`src/rtl/fcpwm_pkg.sv`:
```
package fcpwm_pkg;

  // ----------------------------------------------------------------
  // geometry
  // ----------------------------------------------------------------
  localparam int NUM_CH       = 4;
  localparam int CNT_W        = 16;
  localparam int NUM_MODN     = 11;
  localparam int ADDR_W       = 8;

  // ----------------------------------------------------------------
  // register offsets (byte addresses)
  // ----------------------------------------------------------------
  localparam logic [7:0] OFF_GEN_MODE  = 8'h00;
  localparam logic [7:0] OFF_ENABLE    = 8'h04;
  localparam logic [7:0] OFF_STATUS    = 8'h08;
  localparam logic [7:0] OFF_CH_BASE   = 8'h20;
  localparam logic [7:0] OFF_CH_STRIDE = 8'h10;
  localparam logic [7:0] OFF_CH_MODE   = 8'h00;
  localparam logic [7:0] OFF_CH_DUTY   = 8'h04;
  localparam logic [7:0] OFF_CH_PERIOD = 8'h08;
  localparam logic [7:0] OFF_CH_COUNT  = 8'h0c;

  // ----------------------------------------------------------------
  // field positions
  // ----------------------------------------------------------------
  localparam int POS_DIV_A_RATIO  = 0;
  localparam int POS_DIV_A_SOURCE = 8;
  localparam int POS_DIV_B_RATIO  = 16;
  localparam int POS_DIV_B_SOURCE = 24;
  localparam int POS_CH_CLKSEL    = 0;
  localparam int POS_CH_ALIGN     = 8;
  localparam int POS_CH_POL       = 9;

  // ----------------------------------------------------------------
  // clock select codes and reset values
  // ----------------------------------------------------------------
  localparam logic [3:0]  CLKSEL_DIV_A   = 4'hb;
  localparam logic [3:0]  CLKSEL_DIV_B   = 4'hc;
  localparam logic [31:0] RST_GEN_MODE   = 32'h0000_0000;
  localparam logic [15:0] RST_DUTY       = 16'h0000;
  localparam logic [15:0] RST_PERIOD     = 16'h0000;

  typedef struct packed {
    logic [3:0] b_source;
    logic [7:0] b_ratio;
    logic [3:0] a_source;
    logic [7:0] a_ratio;
  } fcpwm_gen_cfg_t;

  typedef struct packed {
    logic       polarity;
    logic       center;
    logic [3:0] clk_sel;
  } fcpwm_ch_cfg_t;

  typedef struct packed {
    logic              write;
    logic              read;
    logic [ADDR_W-1:0] addr;
    logic [31:0]       wdata;
  } fcpwm_bus_req_t;

  typedef enum logic [1:0] {
    FCPWM_MODE_IDLE = 2'b00,
    FCPWM_MODE_UP   = 2'b01,
    FCPWM_MODE_DOWN = 2'b10
  } fcpwm_dir_t;

endpackage

```
`src/rtl/fcpwm_ctrl.sv`:
```
// Chosen here: the register addresses and the plain strobed port.
`timescale 1ns/10ps
module fcpwm_ctrl
  import fcpwm_pkg::*;
#(
  parameter int N_CH = NUM_CH
) (
  input  wire logic              i_clk_sys,
  input  wire logic              i_resetn,
  input  wire logic              i_master_clk_en,
  input  wire logic [ADDR_W-1:0] i_addr,
  input  wire logic [31:0]       i_wdata,
  input  wire logic              i_write,
  input  wire logic              i_read,
  output logic      [31:0]       o_rdata,
  output logic      [N_CH-1:0]   o_channel_wave_out
);

  // ----------------------------------------------------------------
  // bus decode
  // ----------------------------------------------------------------
  fcpwm_bus_req_t req;
  assign req = '{write: i_write, read: i_read, addr: i_addr, wdata: i_wdata};

  function automatic logic ch_hit(input logic [ADDR_W-1:0] a, input int ch, input logic [7:0] off);
    ch_hit = (a == 8'(OFF_CH_BASE + 8'(ch) * OFF_CH_STRIDE + off));
  endfunction

  // ----------------------------------------------------------------
  // master clock gate: sync the power-manager enable
  // ----------------------------------------------------------------
  logic mclk_meta_ff;
  logic mclk_en_ff;

  always_ff @(posedge i_clk_sys or negedge i_resetn) begin
    if (!i_resetn) begin
      mclk_meta_ff <= 1'b0;
      mclk_en_ff   <= 1'b0;
    end else begin
      mclk_meta_ff <= i_master_clk_en;
      mclk_en_ff   <= mclk_meta_ff;
    end
  end

  // ----------------------------------------------------------------
  // generator mode register; writable regardless of clock gate
  // ----------------------------------------------------------------
  fcpwm_gen_cfg_t gen_cfg_ff;
  logic [N_CH-1:0] ch_en_ff;

  always_ff @(posedge i_clk_sys or negedge i_resetn) begin
    if (!i_resetn) begin
      gen_cfg_ff <= fcpwm_gen_cfg_t'(RST_GEN_MODE[23:0]);
    end else if (req.write && req.addr == OFF_GEN_MODE) begin
      gen_cfg_ff.a_ratio  <= req.wdata[POS_DIV_A_RATIO +: 8];
      gen_cfg_ff.a_source <= req.wdata[POS_DIV_A_SOURCE +: 4];
      gen_cfg_ff.b_ratio  <= req.wdata[POS_DIV_B_RATIO +: 8];
      gen_cfg_ff.b_source <= req.wdata[POS_DIV_B_SOURCE +: 4];
    end
  end

  always_ff @(posedge i_clk_sys or negedge i_resetn) begin
    if (!i_resetn) begin
      ch_en_ff <= '0;
    end else if (req.write && req.addr == OFF_ENABLE) begin
      ch_en_ff <= req.wdata[N_CH-1:0];
    end
  end

  // ----------------------------------------------------------------
  // modulo-n prescaler: ticks are one-cycle enables, not clocks
  // ----------------------------------------------------------------
  logic [NUM_MODN-2:0] prescale_ff;
  logic [NUM_MODN-1:0] modn_tick;

  // counter frozen while gated, so phases resume unchanged
  always_ff @(posedge i_clk_sys or negedge i_resetn) begin
    if (!i_resetn) begin
      prescale_ff <= '0;
    end else if (mclk_en_ff) begin
      prescale_ff <= prescale_ff + 1'b1;
    end
  end

  assign modn_tick[0] = mclk_en_ff;
  for (genvar k = 1; k < NUM_MODN; k++) begin : g_modn
    // tap k fires once every 2**k cycles; off while gated
    assign modn_tick[k] = mclk_en_ff && (prescale_ff[k-1:0] == '1);
  end

  // ----------------------------------------------------------------
  // linear dividers a and b
  // ----------------------------------------------------------------
  logic [7:0] div_a_cnt_ff;
  logic [7:0] div_b_cnt_ff;
  logic       tick_a;
  logic       tick_b;

  function automatic logic src_tick(input logic [NUM_MODN-1:0] t, input logic [3:0] s);
    src_tick = (s < 4'(NUM_MODN)) ? t[s] : 1'b0;
  endfunction

  assign tick_a = (gen_cfg_ff.a_ratio != 8'h00) && src_tick(modn_tick, gen_cfg_ff.a_source)
                  && (div_a_cnt_ff == gen_cfg_ff.a_ratio - 8'h01);
  assign tick_b = (gen_cfg_ff.b_ratio != 8'h00) && src_tick(modn_tick, gen_cfg_ff.b_source)
                  && (div_b_cnt_ff == gen_cfg_ff.b_ratio - 8'h01);

  always_ff @(posedge i_clk_sys or negedge i_resetn) begin
    if (!i_resetn) begin
      div_a_cnt_ff <= 8'h00;
    end else if (gen_cfg_ff.a_ratio == 8'h00) begin
      div_a_cnt_ff <= 8'h00;
    end else if (src_tick(modn_tick, gen_cfg_ff.a_source)) begin
      div_a_cnt_ff <= tick_a ? 8'h00 : div_a_cnt_ff + 8'h01;
    end
  end

  always_ff @(posedge i_clk_sys or negedge i_resetn) begin
    if (!i_resetn) begin
      div_b_cnt_ff <= 8'h00;
    end else if (gen_cfg_ff.b_ratio == 8'h00) begin
      div_b_cnt_ff <= 8'h00;
    end else if (src_tick(modn_tick, gen_cfg_ff.b_source)) begin
      div_b_cnt_ff <= tick_b ? 8'h00 : div_b_cnt_ff + 8'h01;
    end
  end

  logic [NUM_MODN+1:0] gen_tick;
  assign gen_tick = {tick_b, tick_a, modn_tick};

  // ----------------------------------------------------------------
  // channels
  // ----------------------------------------------------------------
  fcpwm_ch_cfg_t     ch_cfg_ff   [N_CH];
  logic [CNT_W-1:0]  duty_wr_ff  [N_CH];
  logic [CNT_W-1:0]  per_wr_ff   [N_CH];
  logic [CNT_W-1:0]  duty_act_ff [N_CH];
  logic [CNT_W-1:0]  per_act_ff  [N_CH];
  logic [CNT_W-1:0]  cnt_ff      [N_CH];
  fcpwm_dir_t        dir_ff      [N_CH];

  for (genvar c = 0; c < N_CH; c++) begin : g_ch
    logic ch_tick;
    logic at_end;
    logic period_end;
    logic active_level;
    logic start_level;

    assign ch_tick = ch_en_ff[c] &&
                     ((ch_cfg_ff[c].clk_sel <= CLKSEL_DIV_B) ? gen_tick[ch_cfg_ff[c].clk_sel] : 1'b0);
    // left mode wraps one count early so a period is exactly channel_period ticks
    assign at_end  = ch_cfg_ff[c].center ? (cnt_ff[c] >= per_act_ff[c])
                                         : (per_act_ff[c] == 16'h0000 || cnt_ff[c] >= per_act_ff[c] - 16'h0001);
    // center mode closes the period at count 1 on the way down
    assign period_end = ch_cfg_ff[c].center ? (dir_ff[c] == FCPWM_MODE_DOWN && cnt_ff[c] <= 16'h0001)
                                            : at_end;

    // mode register: polarity locked while enabled
    always_ff @(posedge i_clk_sys or negedge i_resetn) begin
      if (!i_resetn) begin
        ch_cfg_ff[c] <= '0;
      end else if (req.write && ch_hit(req.addr, c, OFF_CH_MODE)) begin
        ch_cfg_ff[c].clk_sel <= req.wdata[POS_CH_CLKSEL +: 4];
        ch_cfg_ff[c].center  <= req.wdata[POS_CH_ALIGN];
        if (!ch_en_ff[c]) begin
          ch_cfg_ff[c].polarity <= req.wdata[POS_CH_POL];
        end
      end
    end

    // software-side copies of duty and period
    always_ff @(posedge i_clk_sys or negedge i_resetn) begin
      if (!i_resetn) begin
        duty_wr_ff[c] <= RST_DUTY;
        per_wr_ff[c]  <= RST_PERIOD;
      end else begin
        if (req.write && ch_hit(req.addr, c, OFF_CH_DUTY)) begin
          duty_wr_ff[c] <= req.wdata[CNT_W-1:0];
        end
        if (req.write && ch_hit(req.addr, c, OFF_CH_PERIOD)) begin
          per_wr_ff[c] <= req.wdata[CNT_W-1:0];
        end
      end
    end

    // active copies reload only at period boundary or while disabled
    always_ff @(posedge i_clk_sys or negedge i_resetn) begin
      if (!i_resetn) begin
        duty_act_ff[c] <= RST_DUTY;
        per_act_ff[c]  <= RST_PERIOD;
      end else if (!ch_en_ff[c] || (ch_tick && period_end)) begin
        duty_act_ff[c] <= duty_wr_ff[c];
        per_act_ff[c]  <= per_wr_ff[c];
      end
    end

    // counter advances only on its selected tick
    always_ff @(posedge i_clk_sys or negedge i_resetn) begin
      if (!i_resetn) begin
        cnt_ff[c] <= '0;
        dir_ff[c] <= FCPWM_MODE_IDLE;
      end else if (!ch_en_ff[c]) begin
        cnt_ff[c] <= '0;
        dir_ff[c] <= FCPWM_MODE_IDLE;
      end else if (ch_tick) begin
        unique case (dir_ff[c])
          FCPWM_MODE_IDLE,
          FCPWM_MODE_UP: begin
            if (at_end && ch_cfg_ff[c].center) begin
              cnt_ff[c] <= cnt_ff[c] - 16'h0001;
              dir_ff[c] <= FCPWM_MODE_DOWN;
            end else if (at_end) begin
              cnt_ff[c] <= '0;
              dir_ff[c] <= FCPWM_MODE_UP;
            end else begin
              cnt_ff[c] <= cnt_ff[c] + 16'h0001;
              dir_ff[c] <= FCPWM_MODE_UP;
            end
          end
          FCPWM_MODE_DOWN: begin
            if (period_end) begin
              cnt_ff[c] <= '0;
              dir_ff[c] <= FCPWM_MODE_UP;
            end else begin
              cnt_ff[c] <= cnt_ff[c] - 16'h0001;
            end
          end
          default: begin
            cnt_ff[c] <= '0;
            dir_ff[c] <= FCPWM_MODE_IDLE;
          end
        endcase
      end
    end

    // start level is polarity; swaps once counter reaches duty, so duty 0
    // is a fixed opposite level; going down it swaps back one count earlier,
    // which keeps the center-aligned high time at twice (period - duty)
    assign start_level  = ch_cfg_ff[c].polarity;
    assign active_level = (dir_ff[c] == FCPWM_MODE_DOWN) ? (cnt_ff[c] > duty_act_ff[c])
                                                         : (cnt_ff[c] >= duty_act_ff[c]);

    always_ff @(posedge i_clk_sys or negedge i_resetn) begin
      if (!i_resetn) begin
        o_channel_wave_out[c] <= 1'b0;
      end else if (!ch_en_ff[c]) begin
        o_channel_wave_out[c] <= ch_cfg_ff[c].polarity;
      end else if (duty_act_ff[c] == per_act_ff[c]) begin
        o_channel_wave_out[c] <= start_level;
      end else begin
        o_channel_wave_out[c] <= active_level ? ~start_level : start_level;
      end
    end
  end

  // ----------------------------------------------------------------
  // read path: data valid the cycle after the strobe
  // ----------------------------------------------------------------
  logic [31:0] nxt_rdata;

  always_comb begin
    nxt_rdata = 32'h0000_0000;
    if (req.addr == OFF_GEN_MODE) begin
      nxt_rdata = {4'h0, gen_cfg_ff.b_source, gen_cfg_ff.b_ratio, 4'h0, gen_cfg_ff.a_source, gen_cfg_ff.a_ratio};
    end else if (req.addr == OFF_ENABLE) begin
      nxt_rdata[N_CH-1:0] = ch_en_ff;
    end else if (req.addr == OFF_STATUS) begin
      nxt_rdata[N_CH-1:0] = o_channel_wave_out;
      nxt_rdata[16]       = mclk_en_ff;
    end
    for (int c = 0; c < N_CH; c++) begin
      if (ch_hit(req.addr, c, OFF_CH_MODE)) begin
        nxt_rdata[9:0] = {ch_cfg_ff[c].polarity, ch_cfg_ff[c].center, 4'h0, ch_cfg_ff[c].clk_sel};
      end
      if (ch_hit(req.addr, c, OFF_CH_DUTY)) begin
        nxt_rdata[CNT_W-1:0] = duty_wr_ff[c];
      end
      if (ch_hit(req.addr, c, OFF_CH_PERIOD)) begin
        nxt_rdata[CNT_W-1:0] = per_wr_ff[c];
      end
      if (ch_hit(req.addr, c, OFF_CH_COUNT)) begin
        nxt_rdata[CNT_W-1:0] = cnt_ff[c];
      end
    end
  end

  always_ff @(posedge i_clk_sys or negedge i_resetn) begin
    if (!i_resetn) begin
      o_rdata <= 32'h0000_0000;
    end else if (req.read) begin
      o_rdata <= nxt_rdata;
    end else begin
      o_rdata <= 32'h0000_0000;
    end
  end

endmodule

```
`config.mk`:
```
export PLATFORM = sky130hd
export DESIGN_NAME = fcpwm_ctrl
export DESIGN_NICKNAME = d
export VERILOG_FILES = /design/src/rtl/fcpwm_pkg.sv /design/src/rtl/fcpwm_ctrl.sv
export SDC_FILE = /design/constraint.sdc
export NUM_CORES = 1
export LEC_CHECK = 0
export BUFFER_PORTS_ARGS = -buffer_cell sky130_fd_sc_hd__buf_2
export CAP_MARGIN = 20
export CORE_MARGIN = 2
export CORE_UTILIZATION = 59
export CTS_BUF_LIST = sky130_fd_sc_hd__clkbuf_2 sky130_fd_sc_hd__clkbuf_4 sky130_fd_sc_hd__clkbuf_8
export DETAILED_ROUTE_END_ITERATION = 16
export PLACE_DENSITY = 0.79
export SLEW_MARGIN = 20
export SYNTH_ARGS = -nofsm -noshare
export SYNTH_HDL_FRONTEND = slang
export SYNTH_SLANG_ARGS = --single-unit
```
`constraint.sdc`:
```
create_clock -name i_clk_sys -period 3.95 [get_ports i_clk_sys]
set_clock_uncertainty 0.05 [all_clocks]
set_input_delay 0.9875 -clock i_clk_sys [delete_from_list [all_inputs] [get_ports i_clk_sys]]
set_output_delay 0.9875 -clock i_clk_sys [all_outputs]
set_load 0.02 [all_outputs]
```
==> results by group <==
Timing
  – Final Hold Viols: 0
  – Final setup vio count: 0
  – Setup_tns: 0 ns
  – Pins Over Slew Limit: 0
  – Final min period: 3.93 ns
  – Final worst slack: 0.0158 ns
  – RSZ-0062 raised after global routing: yes
  – Max_slew headroom: 34.7%
  – Least-Margin Pin Slew: 0.977 ns
  – Max Clk Rate: 254 MHz
  – Final cycle utilization of the critical path: 99.6%

Routing
  – Final WL: 94000 um
  – Via/cell ratio: 6.71
  – Initial drt markers: 3092
  – Antenna-violating nets left: 0
  – DR WL/cell: 23.8 um
  – # DRC: 0
  – DR pass1 iterations: 6
  – Vias: 26555

Yosys
  – Count of cell types in the netlist: 91
  – Gate count of the mapped netlist: 3081
  – Top FF cell, synth: dfrtp_1
  – Syn_area_per_cell: 9.56 sq um
  – Ys async rst share: 100%
  – Leading cell types by total area after synthesis: dfrtp_1, mux2_2, ha_1
  – Synth area leader: dfrtp_1
  – YS warnings: 0
  – Post-Synthesis Cell Area: 0.0295 sq mm
  – Seq/Total Area, Yosys: 37.4%
  – Post-synth EDFFs: 0
  – Post-synth top area share: 37.4%
  – Seq cells post-synth: 440

Power and ir drop
  – Share of power burned in the clock network: 36.2%
  – Pwr per Cell Area: 370 mW/mm^2
  – Psw: 3.95 mW
  – P_int: 8.47 mW
  – Worst VDD drop: 0.268 mV
  – Net Sw Frac: 31.8%
  – Sequential share of power: 40.2%
  – Pleak: 15.9 nW
  – Logic pwr share: 23.6%

Clock tree
  – CTS tree: yes
  – Clock Pin Slew Worst Setup and Hold Paths: 0.06 ns
  – Root Buffer Master: clkbuf_8
  – Hold_buf cts: 0
  – CTS Sinks: 440
  – CTS Buffer Depth: 3
  – TritonCTS Buffers: 79
  – Clock latency on the worst-skew pair: 0.69 ns
  – Clock H-tree levels: 3

Floorplanning
  – DIE AREA: 0.0517 sq mm
  – Initial core utilization: 59.9%
  – Die Y: 227 um
  – Chip width: 227 um
  – I/O pins: 81
  – # rows: 81
  – Core area: 0.0492 sq mm

Worst setup path
  – CP max stage delay: 0.57 ns
  – Slowest cell on crit path: or4_4
  – CP Data Required Time: 4.44 ns
  – Critical Path AT: 4.42 ns
  – Reg-to-Reg End: duty_act_ff[56]$_DFFE_PN0P_
  – Worst R2R Setup Slack: 0.02 ns
  – Type of the worst setup path: flop to flop
  – R2r startpoint: per_act_ff[50]$_DFFE_PN0P_
  – Worst Reg-to-Reg Cells: 15
  – Critical path's top delay family: simple AND/OR/NAND/NOR gates
  – Critical path cell sequence: or4_4 -> nor2_4 -> nand2_2 -> nor4_4 -> xnor2_1 -> ha_1 -> and3_1 -> o21ai_1 -> a21oi_1 -> a211oi_2 -> and3b_1 -> a211oi_4 -> buf_12 -> o21ai_0 -> o21ai_0
  – Worst Path Buf+Inv: 1
  – Critical path launch point type: flop
  – Critical path fanouts, max: 16
  – Crit end category: flop
  – Most frequent CP cell: o21ai_0

Finish
  – Most frequent cells in the layout: dfrtp_1, mux2_2, ha_1, o21ai_0, nand2_1
  – Commonest non-fill, non-tap cell in the layout: dfrtp_1
  – Area growth syn-to-layout: 13.9%
  – Fraction of layout cells with a size suffix above 1: 24.2%
  – Fill count: 3724
  – # nets final: 3499
  – Multi-input gate area: 0.0174 sq mm
  – Reg area: 0.0110 sq mm

Hold path
  – Hold Path Class: primary input to async pin

Placement
  – RD Place Congestion: 0.994
  – I/O Buffers: 72
  – Pre-CTS setup slack: -0.0660 ns
  – Hpwl dp: 67000 um

Outcome
  – Status: finished, final reports clean

Global routing
  – Grt total ovfl: 0
  – Initial antenna violation count: 4
  – Global-route wire length before repair: 144000 um
  – Vias in the first global route: 25703
  – Largest net degree at the start of global routing: 86
  – Gr usage total: 35.9%

Run
  – Max-cap viol count: 0
==> power groups by stage <==
stage	logic (mW)	registers, mW	clock network, mW
after floorplan	1.75	4.96	0
after global placement	2.48	5.03	0
after detailed placement	2.58	5.05	0
after CTS	2.60	4.97	4.54
after global routing	3.18	5.00	4.73
final	2.93	4.99	4.50
==> per-layer routing <==
metal | part of all wire [%] | vias up | track usage, % | wire length, um
li1 | - | 11708 | - | -
met1 | 39 | 13043 | 47.1 | 37100
met2 | 46 | 1449 | 57.8 | 43200
met3 | 9.8 | 353 | 7.67 | 9220
met4 | 4.9 | 2 | 15.3 | 4560
met5 | 0.014 | - | 0 | 13
==> flip-flops by register name, indices dropped and copies added, names as in the netlist, 4 cells and up <==
signal	cells
ch_cfg_ff	20
ch_en_ff	4
cnt_ff	64
dir_ff	8
div_a_cnt_ff	8
div_b_cnt_ff	8
duty_act_ff	64
duty_wr_ff	64
g_ch.start_level	4
gen_cfg_ff	24
o_channel_wave_out	4
o_rdata	28
per_act_ff	64
per_wr_ff	64
prescale_ff	10
==> worst max path at each step <==
stage / start / to / slack (ns) / cells after the start
final: per_act_ff[50]$_DFFE_PN0P_ / duty_act_ff[56]$_DFFE_PN0P_ / 0.02 / 15
after global routing: per_act_ff[50]$_DFFE_PN0P_ / per_act_ff[59]$_DFFE_PN0P_ / -0.1 / 16
after CTS: per_act_ff[50]$_DFFE_PN0P_ / cnt_ff[57]$_DFFE_PN0P_ / 0.007 / 16
after detailed placement: per_act_ff[32]$_DFFE_PN0P_ / per_act_ff[32]$_DFFE_PN0P_ / -0.07 / 15
after global placement: per_act_ff[32]$_DFFE_PN0P_ / cnt_ff[35]$_DFFE_PN0P_ / -0.03 / 17
after floorplan: per_act_ff[18]$_DFFE_PN0P_ / duty_act_ff[16]$_DFFE_PN0P_ / 0.03 / 15
==> repair_timing <==
action	CTS	global route
buffers inserted	0	19
resized for setup	3	90
pin swaps	0	27
cloned	0	9
endpoints found under the setup margin	43	188
==> Yosys cell counts, types with 22 or more instances <==
| library cell | n |
|---|---|
| nor3_1 | 75 |
| a221oi_1 | 24 |
| inv_1 | 184 |
| nor2_1 | 148 |
| mux2_2 | 277 |
| nor2b_1 | 23 |
| a31oi_1 | 22 |
| xnor2_1 | 91 |
| o21a_1 | 26 |
| and3_1 | 46 |
| clkbuf_1 | 131 |
| a21oi_1 | 179 |
| nand4_1 | 58 |
| and2_1 | 23 |
| dfrtp_1 | 440 |
| a211oi_1 | 26 |
| ha_1 | 216 |
| o22ai_1 | 22 |
| xor2_1 | 68 |
| o211ai_1 | 23 |
| nand2_1 | 184 |
| nor4_1 | 48 |
| a21o_1 | 22 |
| a22oi_1 | 37 |
| buf_2 | 23 |
| o21ai_0 | 196 |
| nand3_1 | 76 |
| nand2b_1 | 33 |
==> cell families (layout without fill, tap and decap cells) <==
group           Yosys count  after routing  synth area share [%]
xor+xnor                159            159                  4.73
compound gates          779            779                  17.6
simple gates            819            819                  14.5
fa+ha+maj               216            216                  9.18
buf+inv                 365            569                  4.97
mux                     302            302                  11.6
other cells               1              7                0.0127
flops                   440            440                  37.4
==> final cells by class <==
cell class	instances	share of cell area [%]
multi-input combinational	2279	51.9
sequential	440	32.8
timing repair buffer	251	5.90
clock buffer	119	4.47
tap	664	2.48
inverter	187	2.09
clock inverter	12	0.321
antenna	3	0.0224
==> per-stage QoR <==
step           instance area, sq um  std cells  hold WS [ns]  power, mW  utilization (%)
3_3_place_gp                  31200       3793         0.283       7.51             63.5
6_report                      33500       3955         0.255       12.4             68.2
4_1_cts                       32800       3924         0.285       12.1             66.8
5_1_grt                       33500       3953         0.305       12.9             68.2
3_5_place_dp                  31200       3793         0.298       7.63             63.5
2_1_floorplan                 29500       3084         0.281       6.71                -
Note: power is estimated with default switching activity, not from simulation.
